## src/common/flags_params.svh

```systemverilog
// Purpose: named constants for the status flag and address generation block
// Assumes: included by its bare name wherever a constant is needed
// Notes: definitions only
`ifndef FLAGS_PARAMS_SVH
`define FLAGS_PARAMS_SVH

// flag bit positions inside the status byte
`define FLAG_C 0
`define FLAG_Z 1
`define FLAG_I 2
`define FLAG_D 3
`define FLAG_B 4
`define FLAG_T 5
`define FLAG_V 6
`define FLAG_N 7

// status byte after reset: interrupt mask set, every other flag zero
`define FL_RESET 8'h04
`define SP_RESET 8'hff

// register port offsets
`define REG_FL 2'h0
`define REG_SP 2'h1
`define REG_CTRL 2'h2
`define REG_STAT 2'h3
`define CTRL_PAGE_SEL 0

// page bytes
`define ZERO_PAGE_HI 8'h00
`define STACK_PAGE_HI 8'h01

// instruction lengths in bytes
`define LEN_ONE 2'h1
`define LEN_TWO 2'h2
`define LEN_THREE 2'h3

// packed decimal correction
`define BCD_MAX 5'h09
`define BCD_ADJ 5'h06

`endif

```

## src/common/flags_pkg.sv

```systemverilog
// Purpose: shared types of the status flag and address generation block
// Assumes: nothing
// Notes: constants live in flags_params.svh
package flags_pkg;

   // flag-affecting operations presented by the instruction sequencer
   typedef enum logic [4:0] {
      cmd_none, carry_set_insn, carry_clear_insn, interrupt_mask_insn,
      interrupt_enable_insn, decimal_on_insn, binary_mode_insn, memory_mode_insn,
      accumulator_mode_insn, overflow_clear_insn, cmd_add_carry, subtract_borrow_insn,
      cmd_transfer, cmd_shift_left, cmd_shift_right, cmd_rotate_left, cmd_rotate_right,
      cmd_bit_test, software_break_insn
   } flag_cmd_t;

   // the nineteen addressing modes of the decoder
   typedef enum logic [4:0] {
      am_imm, am_acc, am_zp, am_zpx, am_zpy, am_abs, am_absx, am_absy, am_implied,
      am_rel, am_indx, am_indy, am_ind_abs, am_zp_ind, am_special, am_zp_bit,
      am_acc_bit, am_acc_bit_rel, am_zp_bit_rel
   } addr_mode_t;

   // interrupt push sequence
   typedef enum logic [1:0] {
      st_idle, st_push_hi, st_push_lo, st_push_ps
   } push_state_t;

endpackage

```

## src/operand_addr_gen.sv

```systemverilog
// Purpose: effective address, operand data and instruction length per mode
// Assumes: operand bytes and index registers are stable in the cycle
// Notes: purely combinational; the caller registers the outputs
`include "flags_params.svh"

module operand_addr_gen (
   input wire flags_pkg::addr_mode_t mode,
   input wire logic [7:0] opnd_lo,
   input wire logic [7:0] opnd_hi,
   input wire logic [7:0] idx_x,
   input wire logic [7:0] idx_y,
   input wire logic [7:0] acc,
   input wire logic [7:0] mem_rdata,
   output logic [15:0] addr,
   output logic [7:0] data,
   output logic [1:0] len,
   output logic mode_ok
);

   // zero-page sums drop their carry, absolute sums keep it
   wire [7:0] zp_x_lo = opnd_lo + idx_x; // RL17
   wire [7:0] zp_y_lo = opnd_lo + idx_y; // RL18
   wire [15:0] abs_base = {opnd_hi, opnd_lo}; // RL19
   wire [15:0] abs_x_sum = abs_base + {8'h00, idx_x}; // RL20 RL22

   // address per mode; modes outside this subset give zero and mode_ok low
   always_comb begin
      addr = 16'h0000;
      mode_ok = 1'b1;
      case (mode)
         flags_pkg::am_imm, flags_pkg::am_acc: addr = 16'h0000;
         flags_pkg::am_zp: addr = {`ZERO_PAGE_HI, opnd_lo}; // RL16
         flags_pkg::am_zpx: addr = {`ZERO_PAGE_HI, zp_x_lo}; // RL17
         flags_pkg::am_zpy: addr = {`ZERO_PAGE_HI, zp_y_lo}; // RL18
         flags_pkg::am_abs: addr = abs_base; // RL19
         flags_pkg::am_absx: addr = abs_x_sum; // RL20
         default: mode_ok = 1'b0; // RL13
      endcase
   end

   // immediate needs no memory read, accumulator mode reads the accumulator
   assign data = (mode == flags_pkg::am_imm) ? opnd_lo : // RL14
                 (mode == flags_pkg::am_acc) ? acc : mem_rdata; // RL15

   // opcode byte plus zero, one or two operand bytes
   assign len = (mode == flags_pkg::am_abs || mode == flags_pkg::am_absx) ? `LEN_THREE : // RL12
                (mode == flags_pkg::am_acc) ? `LEN_ONE : `LEN_TWO;

endmodule

```

## src/status_flags_and_address_gen.sv

```systemverilog
// Purpose: processor status flags, interrupt push sequence and operand addressing
// Assumes: one 25 MHz clock, commands presented one cycle each while not busy
// Notes: clk_en low freezes every flip-flop; reset acts regardless of clk_en
`include "flags_params.svh"

// Overview of operation
// RL1 - after reset the interrupt mask is 1; other flags get a fixed value
// RL2 - carry holds arithmetic carry or borrow, shift bits; set and clear commands
// RL3 - zero flag is 1 for a zero arithmetic or transfer result, else 0
// RL4 - interrupt mask blocks interrupts, sets on acceptance; set and clear commands
// RL5 - decimal flag selects packed two-digit decimal add and subtract with correction
// RL6 - decimal mode touches only add and subtract; N, V, Z then meaningless
// RL7 - break bit is 1 in the pushed status for software break only
// RL8 - memory mode flag sends arithmetic result to the byte addressed by X
// RL9 - overflow sets on signed overflow; only its clear command clears it (the code also clears it on a flag register write)
// RL10 - bit test sets overflow when operand bit 6 is 1
// RL11 - negative flag takes bit 7 of each transfer or arithmetic result
// RL12 - instructions are one, two or three bytes, opcode first
// RL13 - decoder knows nineteen addressing modes; the code decodes seven of them, the rest give mode_ok low
// RL14 - immediate mode uses the operand byte itself as data
// RL15 - accumulator mode uses the accumulator as data
// RL16 - zero page address is operand low byte with high byte zero
// RL17 - zero page X adds X to operand, carry dropped, high byte zero
// RL18 - zero page Y adds Y to operand, carry dropped, high byte zero
// RL19 - absolute address is first operand low, second operand high
// RL20 - absolute X adds X to the sixteen-bit operand address
// RL21 - interrupt pushes PC high, PC low, status; stack pointer decrements each
// RL22 - absolute X carry from low byte ripples into high byte
module status_flags_and_address_gen (
   input wire logic ref_clk,
   input wire logic sys_rst,
   input wire logic clk_en,
   input wire logic [1:0] reg_addr,
   input wire logic [7:0] reg_wdata,
   input wire logic reg_wr,
   input wire logic reg_rd,
   output logic [7:0] reg_rdata,
   input wire logic cmd_valid,
   input wire flags_pkg::flag_cmd_t cmd,
   input wire flags_pkg::addr_mode_t mode,
   input wire logic [7:0] opnd_lo,
   input wire logic [7:0] opnd_hi,
   input wire logic [7:0] idx_x,
   input wire logic [7:0] idx_y,
   input wire logic [7:0] acc,
   input wire logic [7:0] mem_rdata,
   input wire logic [7:0] xmem_rdata,
   input wire logic [15:0] pc_in,
   input wire logic irq_req,
   output logic irq_ack,
   output logic busy,
   output logic [15:0] eff_addr,
   output logic [7:0] operand_data,
   output logic [1:0] insn_len,
   output logic mode_ok,
   output logic [7:0] result,
   output logic result_to_mem,
   output logic [15:0] result_addr,
   output logic [15:0] stack_addr,
   output logic [7:0] stack_wdata,
   output logic stack_wr,
   output logic [7:0] flags
);

   ////////////////////////////////////////////////////////////////////////////
   // arithmetic helper: returns {carry, overflow, result}
   function automatic logic [9:0] arith(input logic [7:0] a, input logic [7:0] b,
                                        input logic cin, input logic dec,
                                        input logic sub);
      logic [7:0] bb;
      logic [8:0] sum;
      logic [4:0] lo;
      logic [4:0] hi;
      logic ovf;
      bb = sub ? ~b : b;
      sum = {1'b0, a} + {1'b0, bb} + {8'h00, cin};
      ovf = (a[7] == bb[7]) && (sum[7] != a[7]); // RL9
      lo = 5'h00;
      hi = 5'h00;
      if (!dec) begin
         arith = {sum[8], ovf, sum[7:0]};
      end else if (!sub) begin
         // packed decimal add, one nibble correction each
         lo = {1'b0, a[3:0]} + {1'b0, b[3:0]} + {4'h0, cin}; // RL5
         if (lo > `BCD_MAX) lo = lo + `BCD_ADJ;
         hi = {1'b0, a[7:4]} + {1'b0, b[7:4]} + {4'h0, lo[4]};
         if (hi > `BCD_MAX) hi = hi + `BCD_ADJ;
         arith = {hi[4], ovf, hi[3:0], lo[3:0]};
      end else begin
         // packed decimal subtract, borrow is the inverted carry
         lo = {1'b0, a[3:0]} - {1'b0, b[3:0]} - {4'h0, ~cin}; // RL5
         if (lo[4]) lo = lo - `BCD_ADJ;
         hi = {1'b0, a[7:4]} - {1'b0, b[7:4]} - {4'h0, lo[4]};
         if (hi[4]) hi = hi - `BCD_ADJ;
         arith = {~hi[4], ovf, hi[3:0], lo[3:0]};
      end
   endfunction

   ////////////////////////////////////////////////////////////////////////////
   // state
   flags_pkg::push_state_t state;
   flags_pkg::push_state_t next_state;
   logic [7:0] next_flags;
   logic [7:0] next_result;
   logic [7:0] sp;
   logic [15:0] saved_pc;
   logic brk_pending;
   logic page_sel;
   logic take_cmd;
   logic take_irq;
   logic take_brk;

   // addressing for the presented mode
   logic [15:0] gen_addr;
   logic [7:0] gen_data;
   logic [1:0] gen_len;
   logic gen_ok;

   operand_addr_gen u_addr (
      .mode(mode),
      .opnd_lo(opnd_lo),
      .opnd_hi(opnd_hi),
      .idx_x(idx_x),
      .idx_y(idx_y),
      .acc(acc),
      .mem_rdata(mem_rdata),
      .addr(gen_addr),
      .data(gen_data),
      .len(gen_len),
      .mode_ok(gen_ok)
   );

   ////////////////////////////////////////////////////////////////////////////
   // decode of register port and commands
   wire idle = (state == flags_pkg::st_idle);
   wire wr_fl = reg_wr && (reg_addr == `REG_FL);
   wire wr_sp = reg_wr && (reg_addr == `REG_SP);
   wire wr_ctrl = reg_wr && (reg_addr == `REG_CTRL);
   assign take_cmd = cmd_valid && idle;
   assign take_brk = take_cmd && (cmd == flags_pkg::software_break_insn);
   assign take_irq = irq_req && idle && !flags[`FLAG_I] && !take_cmd; // RL4
   wire is_arith = (cmd == flags_pkg::cmd_add_carry) || (cmd == flags_pkg::subtract_borrow_insn);

   // memory mode swaps the accumulator for the byte at X
   wire [7:0] lhs = flags[`FLAG_T] ? xmem_rdata : acc; // RL8
   wire [9:0] sum_out = arith(lhs, gen_data, flags[`FLAG_C], flags[`FLAG_D], // RL6
                              cmd == flags_pkg::subtract_borrow_insn);

   // busy and stack_wr straight from state, irq_ack from the accept decode
   assign busy = !idle;
   assign irq_ack = take_irq || take_brk;
   assign stack_wr = !idle;
   assign stack_addr = {page_sel ? `STACK_PAGE_HI : `ZERO_PAGE_HI, sp};
   assign stack_wdata = (state == flags_pkg::st_push_hi) ? saved_pc[15:8] : // RL21
                        (state == flags_pkg::st_push_lo) ? saved_pc[7:0] :
                        {flags[7:5], brk_pending, flags[3:0]}; // RL7

   ////////////////////////////////////////////////////////////////////////////
   // next flag values: register write first, then mask on accept, then command
   always_comb begin
      next_flags = flags;
      next_result = result;
      if (wr_fl) next_flags = reg_wdata;
      if (irq_ack) next_flags[`FLAG_I] = 1'b1; // RL4
      if (take_cmd) begin
         case (cmd)
            flags_pkg::carry_set_insn: next_flags[`FLAG_C] = 1'b1; // RL2
            flags_pkg::carry_clear_insn: next_flags[`FLAG_C] = 1'b0; // RL2
            flags_pkg::interrupt_mask_insn: next_flags[`FLAG_I] = 1'b1; // RL4
            flags_pkg::interrupt_enable_insn: next_flags[`FLAG_I] = 1'b0; // RL4
            flags_pkg::decimal_on_insn: next_flags[`FLAG_D] = 1'b1; // RL5
            flags_pkg::binary_mode_insn: next_flags[`FLAG_D] = 1'b0; // RL5
            flags_pkg::memory_mode_insn: next_flags[`FLAG_T] = 1'b1; // RL8
            flags_pkg::accumulator_mode_insn: next_flags[`FLAG_T] = 1'b0; // RL8
            flags_pkg::overflow_clear_insn: next_flags[`FLAG_V] = 1'b0; // RL9
            flags_pkg::cmd_add_carry, flags_pkg::subtract_borrow_insn: begin
               next_result = sum_out[7:0];
               next_flags[`FLAG_C] = sum_out[9]; // RL2
               next_flags[`FLAG_V] = flags[`FLAG_V] | sum_out[8]; // RL9
            end
            flags_pkg::cmd_transfer: next_result = gen_data;
            flags_pkg::cmd_shift_left: begin
               next_result = {gen_data[6:0], 1'b0};
               next_flags[`FLAG_C] = gen_data[7]; // RL2
            end
            flags_pkg::cmd_shift_right: begin
               next_result = {1'b0, gen_data[7:1]};
               next_flags[`FLAG_C] = gen_data[0]; // RL2
            end
            flags_pkg::cmd_rotate_left: begin
               next_result = {gen_data[6:0], flags[`FLAG_C]};
               next_flags[`FLAG_C] = gen_data[7]; // RL2
            end
            flags_pkg::cmd_rotate_right: begin
               next_result = {flags[`FLAG_C], gen_data[7:1]};
               next_flags[`FLAG_C] = gen_data[0]; // RL2
            end
            flags_pkg::cmd_bit_test: begin
               next_flags[`FLAG_V] = flags[`FLAG_V] | gen_data[6]; // RL10
               next_flags[`FLAG_N] = gen_data[7];
               next_flags[`FLAG_Z] = ((acc & gen_data) == 8'h00);
            end
            default: next_flags = next_flags;
         endcase
         // sign and zero follow every result-producing command
         if (is_arith ||
             (cmd >= flags_pkg::cmd_transfer && cmd <= flags_pkg::cmd_rotate_right)) begin
            next_flags[`FLAG_Z] = (next_result == 8'h00); // RL3
            next_flags[`FLAG_N] = next_result[7]; // RL11
         end
      end
   end

   // push sequence walks three stack bytes then returns idle
   always_comb begin
      next_state = state;
      case (state)
         flags_pkg::st_idle: if (irq_ack) next_state = flags_pkg::st_push_hi; // RL21
         flags_pkg::st_push_hi: next_state = flags_pkg::st_push_lo;
         flags_pkg::st_push_lo: next_state = flags_pkg::st_push_ps;
         default: next_state = flags_pkg::st_idle;
      endcase
   end

   ////////////////////////////////////////////////////////////////////////////
   // flag register, fixed reset values so simulation never sees unknowns
   always_ff @(posedge ref_clk) begin
      if (sys_rst) flags <= `FL_RESET; // RL1
      else if (clk_en) flags <= next_flags;
   end

   // push state and stack pointer; software may reload sp only while idle
   always_ff @(posedge ref_clk) begin
      if (sys_rst) begin
         state <= flags_pkg::st_idle;
         sp <= `SP_RESET;
      end else if (clk_en) begin
         state <= next_state;
         if (!idle) sp <= sp - 8'h01; // RL21
         else if (wr_sp) sp <= reg_wdata;
      end
   end

   // capture the return address and the break marker on accept
   always_ff @(posedge ref_clk) begin
      if (sys_rst) begin
         saved_pc <= 16'h0000;
         brk_pending <= 1'b0;
         page_sel <= 1'b1;
      end else if (clk_en) begin
         if (irq_ack) saved_pc <= pc_in;
         if (irq_ack) brk_pending <= take_brk; // RL7
         if (wr_ctrl) page_sel <= reg_wdata[`CTRL_PAGE_SEL];
      end
   end

   // registered operand path and result destination
   always_ff @(posedge ref_clk) begin
      if (sys_rst) begin
         eff_addr <= 16'h0000;
         operand_data <= 8'h00;
         insn_len <= `LEN_ONE;
         mode_ok <= 1'b0;
         result <= 8'h00;
         result_to_mem <= 1'b0;
         result_addr <= 16'h0000;
      end else if (clk_en) begin
         eff_addr <= gen_addr;
         operand_data <= gen_data;
         insn_len <= gen_len;
         mode_ok <= gen_ok;
         result <= next_result;
         if (take_cmd && is_arith) result_to_mem <= flags[`FLAG_T]; // RL8
         if (take_cmd && is_arith) result_addr <= {`ZERO_PAGE_HI, idx_x};
      end
   end

   // read data one cycle after the strobe, status offset reads busy in bit 0
   always_ff @(posedge ref_clk) begin
      if (sys_rst) reg_rdata <= 8'h00;
      else if (clk_en && reg_rd) begin
         if (reg_addr == `REG_FL) reg_rdata <= flags;
         else if (reg_addr == `REG_SP) reg_rdata <= sp;
         else if (reg_addr == `REG_CTRL) reg_rdata <= {7'h00, page_sel};
         else reg_rdata <= {7'h00, busy};
      end
   end
endmodule

```

## config.mk

```make
export PLATFORM = sky130hd
export DESIGN_NAME = status_flags_and_address_gen
export DESIGN_NICKNAME = d
export VERILOG_FILES = /design/src/common/flags_pkg.sv /design/src/operand_addr_gen.sv /design/src/status_flags_and_address_gen.sv
export VERILOG_INCLUDE_DIRS = /design/src /design/src/common
export SDC_FILE = /design/constraint.sdc
export NUM_CORES = 1
export LEC_CHECK = 0
export BUFFER_PORTS_ARGS = -buffer_cell sky130_fd_sc_hd__buf_2
export CORE_UTILIZATION = 49
export CTS_CLUSTER_SIZE = 12
export DETAILED_ROUTE_END_ITERATION = 8
export PLACE_DENSITY = 0.78
export SYNTH_ARGS = -nofsm -noshare
export SYNTH_HDL_FRONTEND = slang
export SYNTH_SLANG_ARGS = --single-unit
```

## constraint.sdc

```tcl
create_clock -name ref_clk -period 6 [get_ports ref_clk]
set_input_delay 0.6 -clock ref_clk [delete_from_list [all_inputs] [get_ports ref_clk]]
set_output_delay 0.6 -clock ref_clk [all_outputs]
set_load 0.03 [all_outputs]
```

==> results of run 1 <==
-- layer usage --
layer  wire, um  GRT usage [%]
met5         13              0
met4        958           14.8
met2      10800           48.7
met1       9690           36.6
met3       1930           6.63
-- worst paths after layout --
path	cells after the start	endpoint	start
worst max-delay path	23	flags[1]	mode[1]
worst max register to register	19	flags[1]	flags[5]
worst min register to register	2	result_addr[0]	result_addr[0]
worst min-delay path	2	result_addr[0]	result_addr[0]
-- logic make-up after synthesis --
kind of cell,Yosys count
fa+ha+maj,56
buf+inv,116
simple gates,325
mux,73
flops,88
xor+xnor,38
other cells,1
compound gates,263
-- stage by stage --
stage	instance area (sq um)	power (mW)	std cells	util, %	setup slack (ps)
final	8790	1.91	1306	59.8	383
after global routing	8790	2.01	1306	59.8	51.3
after CTS	8790	1.91	1306	59.8	318
after detailed placement	8470	1.30	1290	57.7	-36.1
after global placement	8470	1.29	1290	57.7	157
after floorplan	7540	1.13	974	-	43.8
-- cell usage in the layout, fill, tap and decap left out, types with 14 or more instances in the layout --
| cell type | synthesis | final |
|---|---|---|
| nand2_1 | 84 | 84 |
| xnor2_1 | 28 | 28 |
| buf_4 | 18 | 18 |
| nand2b_1 | 16 | 16 |
| a21oi_1 | 71 | 71 |
| nor2_1 | 121 | 121 |
| inv_1 | 50 | 50 |
| a22oi_1 | 14 | 14 |
| nor2b_1 | 14 | 14 |
| dfxtp_1 | 88 | 88 |
| conb_1 | 1 | 15 |
| nand3_1 | 14 | 14 |
| nor3_1 | 17 | 17 |
| o21ai_0 | 47 | 46 |
| buf_2 | 3 | 178 |
| mux2_2 | 22 | 22 |
| mux2i_1 | 47 | 47 |
| a31oi_1 | 16 | 16 |
| ha_1 | 44 | 44 |
| o22ai_1 | 14 | 14 |
-- flip-flops by register name, indices dropped and copies added (netlist names) --
register and count:
flags 8, result 8, insn_len 2, sp 8, reg_rdata 8, brk_pending 1
saved_pc 16, state 2, mode_ok 1, page_sel 1, operand_data 8, result_to_mem 1
eff_addr 16, result_addr 8
-- area by class of cell --
type | instances | area, sq um
clock buffer | 11 | 253
clock inverter | 5 | 61.3
fill | 1338 | 5910
inverter | 52 | 195
multi-input combinational | 770 | 5260
sequential | 88 | 1760
tap | 184 | 230
timing repair buffer | 196 | 1030
-- report_power, final --
group / switching (mW) / total, mW / internal [mW]
registers: 0.0205 / 0.624 / 0.604
logic: 0.413 / 0.680 / 0.267
clock network: 0.258 / 0.607 / 0.349
-- what timing repair did --
item	in CTS	in global routing
resized for setup	0	1
hold endpoints to repair	0	0
endpoints found under the setup margin	0	1
-- critical path: stages --
cell and delay, ps:
buf_2 150, nor4_4 260, buf_4 230, mux2i_2 250
inv_1 80, ha_1 280, or3b_2 470, and4_1 240
or2_2 290, o21ai_0 100, xnor2_1 110, fa_1 420
fa_1 410, xor2_1 230, inv_1 110, ha_1 240
nand2_1 80, o21ai_0 80, o21ai_1 220, mux2i_1 220
a41oi_1 160, a2111oi_1 470, a31o_1 190
==> results.cfg, run 1 <==
[min_path]
min_path_type = register to register

[routing]
wl_per_cell_um = 17.9
vias_per_cell = 6.00
drc = 7
first_pass_iters = 8
totalWireLength_um = 23400
vias = 7832
detail-route-antenna-nets = 0
drtIter0Drc = 629

[floorplanning]
core_sq_um = 14700
io_pins = 194
start_util_pct = 50.9
dieHeight_um = 126
die_area_sq_um = 15800
die_w_um = 126
row_count = 44

[layout]
num_antenna_cells = 0
area.growth.synth_to_final_pct = 17.4
fin_nets = 1272
drive_gt1_share_pct = 23.1

[synth]
syn_area_sq_um = 7490
synth_async_sr_flop_share_pct = 0
avgSynthCellArea_sq_um = 7.80
synth_top_family_by_area = compound AO/OA/AOI/OAI gates
synth_edf_count = 0
synth-compound-area-share_pct = 23.3
synth.area.mux_share_pct = 10.5
netlist_top_cells_area = dfxtp_1, ha_1, mux2i_1, nor2_1, a21oi_1
synthSimpleGateAreaFrac_pct = 20.7
synthDistinctLibCells = 81
synth.top_cells.by_count = nor2_1, dfxtp_1, nand2_1
yosysSeqAreaShare_pct = 23.5
yosys.area_share.adder_pct = 10.6
synth.top_cell.area_share_pct = 23.5
ys_seq_elements = 88
synthFlopType = dfxtp_1
synth_most_common_cell = nor2_1
yosys_warnings = 0
synth_top_area_cell = dfxtp_1
synth_xor_area_share_pct = 4.45
syn_inst = 960

[placed_design]
gp_routability_congestion = 0.973
hpwl_um = 17600
port_buffers = 178

[power_and_ir_drop]
power-per-cell-area_nw_per_um2 = 217
p_leak_nw = 3.91
vdd_drop_max_mv = 0.126

[sta]
fin_tns_setup_ps = 0
setup_viol = 0
maxSlewHeadroom_pct = 21.0
hold_violations = 0
rsz0062_at_grt = no
worst_hold_slack_ps = 452
period_needed_ps = 5620
max_freq_ghz = 0.178
skew_ps = 7.39
drv_slew = 0
fin_crit_sh_pct = 93.6
worst_slew_pin_slew_ps = 1180

[cts]
holdBufCountCts = 0
cts_setup_buffers = 0
htreeDepth = 3
cts.sinks = 88
clk_latency_ps = 350
tritoncts = built
cts-root-buf = clkbuf_16
clockBufferDepth = 2
clk_pin_slew_worst_paths_ps = 70
numCtsBuffers = 9

[grt]
grt_max_degree = 93
antenna_found_initial = 2
grt_pass1_wl_um = 37200
overflow = 0
track_usage_pct = 29.7
grt_pass1_vias = 7175

[outcome]
violations = DRC
status = complete, but fails checks

[setup_path]
reg2reg_slack_ps = 510
crit_required_ps = 6300
crit_fanout = 9
startpoint_type = input pin
arrival_ps = 5910
crit_type = input pin to register
end_kind = register

[job]
drv_cap = 0
Power figures use the tool's default switching activity.
==> run 2: changes to the inputs <==
--- a/config.mk
+++ b/config.mk
@@ -7,10 +7,13 @@
 export NUM_CORES = 1
 export LEC_CHECK = 0
 export BUFFER_PORTS_ARGS = -buffer_cell sky130_fd_sc_hd__buf_2
-export CORE_UTILIZATION = 49
+export CORE_UTILIZATION = 50
+export CTS_BUF_LIST = sky130_fd_sc_hd__clkbuf_4
 export CTS_CLUSTER_SIZE = 12
 export DETAILED_ROUTE_END_ITERATION = 8
-export PLACE_DENSITY = 0.78
+export HOLD_SLACK_MARGIN = 0.02
+export PLACE_DENSITY = 0.79
 export SYNTH_ARGS = -nofsm -noshare
 export SYNTH_HDL_FRONTEND = slang
 export SYNTH_SLANG_ARGS = --single-unit
+export TNS_END_PERCENT = 5
==> run 2 against run 1 <==
The run now ends clean; non-clock buffer count decreased by 1; largest power group unchanged; clock skew increased by 13 ps; die area decreased by 2.0%; first-iteration DRC count increased by 10%; largest cell class unchanged.
==> results.cfg, run 2 (synthesis gave the netlist of run 1 again) <==
[outcome]
status = finished, final reports clean

[power_and_ir_drop]
vdd_drop_max_mv = 0.0915
clock_power_share_pct = 21.3
power.internal_mw = 0.999
p_leak_nw = 3.83
power-per-cell-area_nw_per_um2 = 193
share_seq_of_total_power_pct = 37.6
p_sw_mw = 0.662
p_sw_share_pct = 39.9
pwr-share-comb_pct = 41.1

[placed_design]
hpwl_um = 18000
placed_area_sq_um = 8470
gp_routability_congestion = 0.987
port_buffers = 178
dp_cells = 1288

[min_path]
min_path_type = input pin to register

[floorplanning]
core_sq_um = 14600
dieHeight_um = 124
die_area_sq_um = 15500
io_pins = 194
start_util_pct = 51.3
row_count = 44
die_w_um = 124

[layout]
fin_area_sq_um = 8620
largestRegisters = eff_addr: 16 flops, saved_pc: 16 flops
fin_nets = 1271
fin_cells = 1305
fin_util_pct = 59.1
final_common_cell = buf_2
drive_gt1_share_pct = 23.1
area.growth.synth_to_final_pct = 15.1
most-common-layout-cells = buf_2, nor2_1, dfxtp_1

[setup_path]
startpoint_type = input pin
crit_type = input pin to register
cp_cell_sequence = buf_2 > nor4_4 > buf_4 > mux2i_2 > inv_1 > ha_1 > or3b_2 > and4_1 > or2_2 > o21ai_0 > xnor2_1 > fa_1 > fa_1 > xor2_1 > inv_1 > ha_1 > nand2_1 > o21ai_0 > o21ai_1 > mux2i_1 > a41oi_1 > a2111oi_1 > a31o_1
slowest_stage = or3b_2
end_kind = register
cpPeakStageDelay_ps = 450
crit_fanout = 5
arrival_ps = 5920
crit_required_ps = 6450

[routing]
drtIter0Drc = 694
vias_per_cell = 6.01
first_pass_iters = 6
detail-route-antenna-nets = 0
drc = 0
vias = 7845
wl_per_cell_um = 18.0
totalWireLength_um = 23400

[cts]
clk_pin_slew_worst_paths_ps = 160
cts.sinks = 88
tritoncts = built
cts-root-buf = clkbuf_4
clockBufferDepth = 2
htreeDepth = 3
clk_latency_ps = 480
numCtsBuffers = 9
holdBufCountCts = 0

[grt]
track_usage_pct = 29.7
grt_max_degree = 67
grt_pass1_vias = 7486
antenna_found_initial = 1
grt_pass1_wl_um = 37500
overflow = 0

[sta]
rsz0062_at_grt = no
setup_viol = 0
hold_violations = 0
fin_crit_sh_pct = 91.2
fin_tns_setup_ps = 0
maxSlewHeadroom_pct = 24.8
worst_hold_slack_ps = 354
period_needed_ps = 5470
skew_ps = 20.0
worst_slew_pin_slew_ps = 1120
max_freq_ghz = 0.183
drv_slew = 0

[job]
drv_cap = 0
## run 2: layout make-up
| class | count | area (sq um) |
|---|---|---|
| Timing Repair Buffer | 195 | 1020 |
| Inverter | 52 | 195 |
| Clock buffer | 9 | 67.6 |
| Fill cell | 1344 | 5970 |
| Multi-Input combinational cell | 770 | 5270 |
| Tap cell | 184 | 230 |
| Sequential cell | 88 | 1760 |
| Clock inverter | 6 | 70.1 |
| Antenna cell | 1 | 2.50 |
## run 2: path summary, 6_finish.rpt
check	start	to	slack [ps]	depth (start not counted)
max	mode[4]	flags[1]	530	23
min reg2reg	result_addr[0]	result_addr[0]	460	2
min	pc_in[10]	saved_pc[10]	350	3
max reg2reg	flags[5]	flags[1]	540	19
## run 2: worst max-delay path: cells and delay by family
kind                     cells  cell delay, ps
AND/OR/NAND/NOR              5            1400
adder cells (fa/ha/maj)      4            1370
AO/OA/AOI/OAI                6            1190
buffers and inverters        4             570
multiplexers                 2             440
XOR/XNOR                     2             340
## run 2: metal layers
metal	routed length (um)	track usage, %	up-vias
met1	9580	36.1	3662
li1	-	-	3736
met3	2070	7.09	76
met5	0	0	-
met4	913	13.0	0
met2	10900	49.8	371
## run 2: stage by stage
stage / total power [mW] / setup slack (ps)
after CTS: 1.66 / 401
after floorplan: 1.13 / 43.8
after detailed placement: 1.31 / -113
after global placement: 1.29 / 27.0
after global routing: 1.76 / 38.0
final: 1.66 / 529
## run 2: power groups by stage
| stage | Clock (mW) | Sequential [mW] | Combinational (mW) |
|---|---|---|---|
| floorplan | 0 | 0.664 | 0.462 |
| global placement | 0 | 0.636 | 0.652 |
| detailed placement | 0 | 0.637 | 0.669 |
| CTS | 0.361 | 0.624 | 0.671 |
| global route | 0.387 | 0.628 | 0.746 |
| finish | 0.353 | 0.625 | 0.682 |
## run 2: what timing repair did
action / CTS / global route
resized for setup: 0 / 2
buffers inserted: 0 / 1
endpoints found under the setup margin: 0 / 1
==> run 3: changes to the inputs <==
--- a/config.mk
+++ b/config.mk
@@ -6,13 +6,13 @@
 export SDC_FILE = /design/constraint.sdc
 export NUM_CORES = 1
 export LEC_CHECK = 0
-export BUFFER_PORTS_ARGS = -buffer_cell sky130_fd_sc_hd__buf_2
-export CORE_UTILIZATION = 50
+export CORE_UTILIZATION = 61
 export CTS_BUF_LIST = sky130_fd_sc_hd__clkbuf_4
 export CTS_CLUSTER_SIZE = 12
 export DETAILED_ROUTE_END_ITERATION = 8
+export DONT_BUFFER_PORTS = 1
 export HOLD_SLACK_MARGIN = 0.02
-export PLACE_DENSITY = 0.79
+export PLACE_DENSITY = 0.8
 export SYNTH_ARGS = -nofsm -noshare
 export SYNTH_HDL_FRONTEND = slang
 export SYNTH_SLANG_ARGS = --single-unit
==> run 3 against run 2 <==
Clock-buffer cell count unchanged; clock power increased by 23%; via count decreased by 10%; global-route usage increased by 3.1 points; sequential cell count unchanged; critical path depth decreased by 4; largest power group is now registers.
==> results.cfg, run 3 (synthesis gave the netlist of run 1 again) <==
[floorplanning]
start_util_pct = 62.3
io_pins = 194
row_count = 40
die_w_um = 113
dieHeight_um = 113
core_sq_um = 12000
die_area_sq_um = 12700

[min_path]
hold_depth = 1
worstHoldStart = sys_rst
min_path_type = input pin to register
min_to = result[1]

[power_and_ir_drop]
pwr-share-comb_pct = 33.1
p_sw_mw = 0.591
p_sw_share_pct = 36.2
power-per-cell-area_nw_per_um2 = 213
clock_power_share_pct = 26.5
power.internal_mw = 1.04
share_seq_of_total_power_pct = 40.5
p_leak_nw = 3.05
vdd_drop_max_mv = 0.115
finalPower_mw = 1.63

[cts]
cts_resized = 0
htreeDepth = 3
cts_setup_buffers = 0
tritoncts = built
clockBufferDepth = 2
cts.sinks = 88
cts-root-buf = clkbuf_4
clk_pin_slew_worst_paths_ps = 160
holdBufCountCts = 0
numCtsBuffers = 9
clk_latency_ps = 480

[sta]
worst_slew_pin_slew_ps = 1050
rsz0062_at_grt = no
setup_slack_ps = 479
drv_slew = 0
fin_crit_sh_pct = 92.0
worst_hold_slack_ps = 156
period_needed_ps = 5520
hold_violations = 0
skew_ps = 25.0
max_freq_ghz = 0.181
maxSlewHeadroom_pct = 29.6
setup_viol = 0
fin_tns_setup_ps = 0

[layout]
most-common-layout-cells = nor2_1, dfxtp_1, nand2_1
fin_area_sq_um = 7690
drive_gt1_share_pct = 7.99
fin_nets = 1090
final_common_cell = nor2_1
area.growth.synth_to_final_pct = 2.69
fillCellCount = 1089
largestRegisters = eff_addr: 16 flops, saved_pc: 16 flops

[grt]
grt_pass1_wl_um = 33100
track_usage_pct = 32.8
overflow = 0
grt_pass1_vias = 6549
grt_max_degree = 93
antenna_found_initial = 0

[setup_path]
slowest_stage = dfxtp_1
crit_required_ps = 6450
rr_startpoint = flags[5]
reg2reg_slack_ps = 480
end_kind = register
reg2reg_depth = 19
cp.depth = 19
arrival_ps = 5970
crit_fanout = 7
startpoint_type = register
crit_family = adder cells
crit_type = register to register
cp_cell_sequence = mux2i_1 > fa_1 > or3b_2 > and4_1 > or2_2 > o21ai_0 > xnor2_1 > fa_1 > fa_1 > xor2_1 > inv_1 > ha_1 > nand2_1 > o21ai_0 > o21ai_0 > mux2i_1 > a41oi_1 > a2111oi_1 > a31o_1
critical_path_buf_inv_count = 1
cpPeakStageDelay_ps = 600
r2r-end = flags[1]

[placed_design]
port_buffers = 0
dpl_worst_slack_ps = 61.2
gp_routability_congestion = 1.03
hpwl_um = 16000
placed_area_sq_um = 7500

[routing]
wl_per_cell_um = 19.4
detail-route-antenna-nets = 0
vias_per_cell = 6.46
first_pass_iters = 5
drc = 0
vias = 7025
drtIter0Drc = 576
totalWireLength_um = 21100

[job]
drv_cap = 0

[outcome]
status = finished, final reports clean
-- run 3: layout make-up --
cell class	count	area (sq um)	area share [%]
antenna	1	2.50	0.0326
clock buffer	9	67.6	0.879
clock inverter	6	116	1.51
inverter	52	195	2.54
multi-input combinational	770	5260	68.4
sequential	88	1760	22.9
tap	147	184	2.39
timing repair buffer	14	105	1.37
-- run 3: how the worst max path moves through the flow --
stage                  start        to  slack, ps
finish              flags[5]  flags[1]        480
global route        flags[5]  flags[1]        240
CTS                 flags[5]  flags[1]        520
detailed placement   mode[1]  flags[1]         60
global placement     mode[1]  flags[1]        160
floorplan            mode[3]  flags[1]         40
-- run 3: stage by stage --
step	utilization, %	cells
after floorplan	-	974
final	64.0	1087
after detailed placement	62.4	1071
after global placement	62.4	1071
after global routing	64.0	1086
after CTS	64.0	1086
-- run 3: worst register-to-register path, stage by stage, from the launching register on --
cell and delay (ps):
dfxtp_1 600, mux2i_1 290, fa_1 500, or3b_2 470
and4_1 240, or2_2 290, o21ai_0 100, xnor2_1 110
fa_1 420, fa_1 420, xor2_1 220, inv_1 110
ha_1 240, nand2_1 80, o21ai_0 80, o21ai_0 310
mux2i_1 230, a41oi_1 160, a2111oi_1 450, a31o_1 190
-- run 3: per-layer routing --
| metal | share of wire (%) | GRT usage [%] | up-vias | wire length [um] |
|---|---|---|---|---|
| met5 | 0 | 0 | - | 0 |
| met4 | 3.9 | 15.6 | 0 | 826 |
| met3 | 10 | 11.6 | 80 | 2180 |
| met2 | 46 | 52.9 | 360 | 9670 |
| met1 | 40 | 39.1 | 3212 | 8410 |
| li1 | - | - | 3373 | - |
-- run 3: power groups by stage --
stage               Combinational, mW  Clock (mW)  Sequential, mW
finish                          0.541       0.433           0.661
global route                    0.595       0.467           0.664
CTS                             0.532       0.440           0.661
detailed placement              0.530           0           0.674
global placement                0.519           0           0.674
floorplan                       0.462           0           0.664
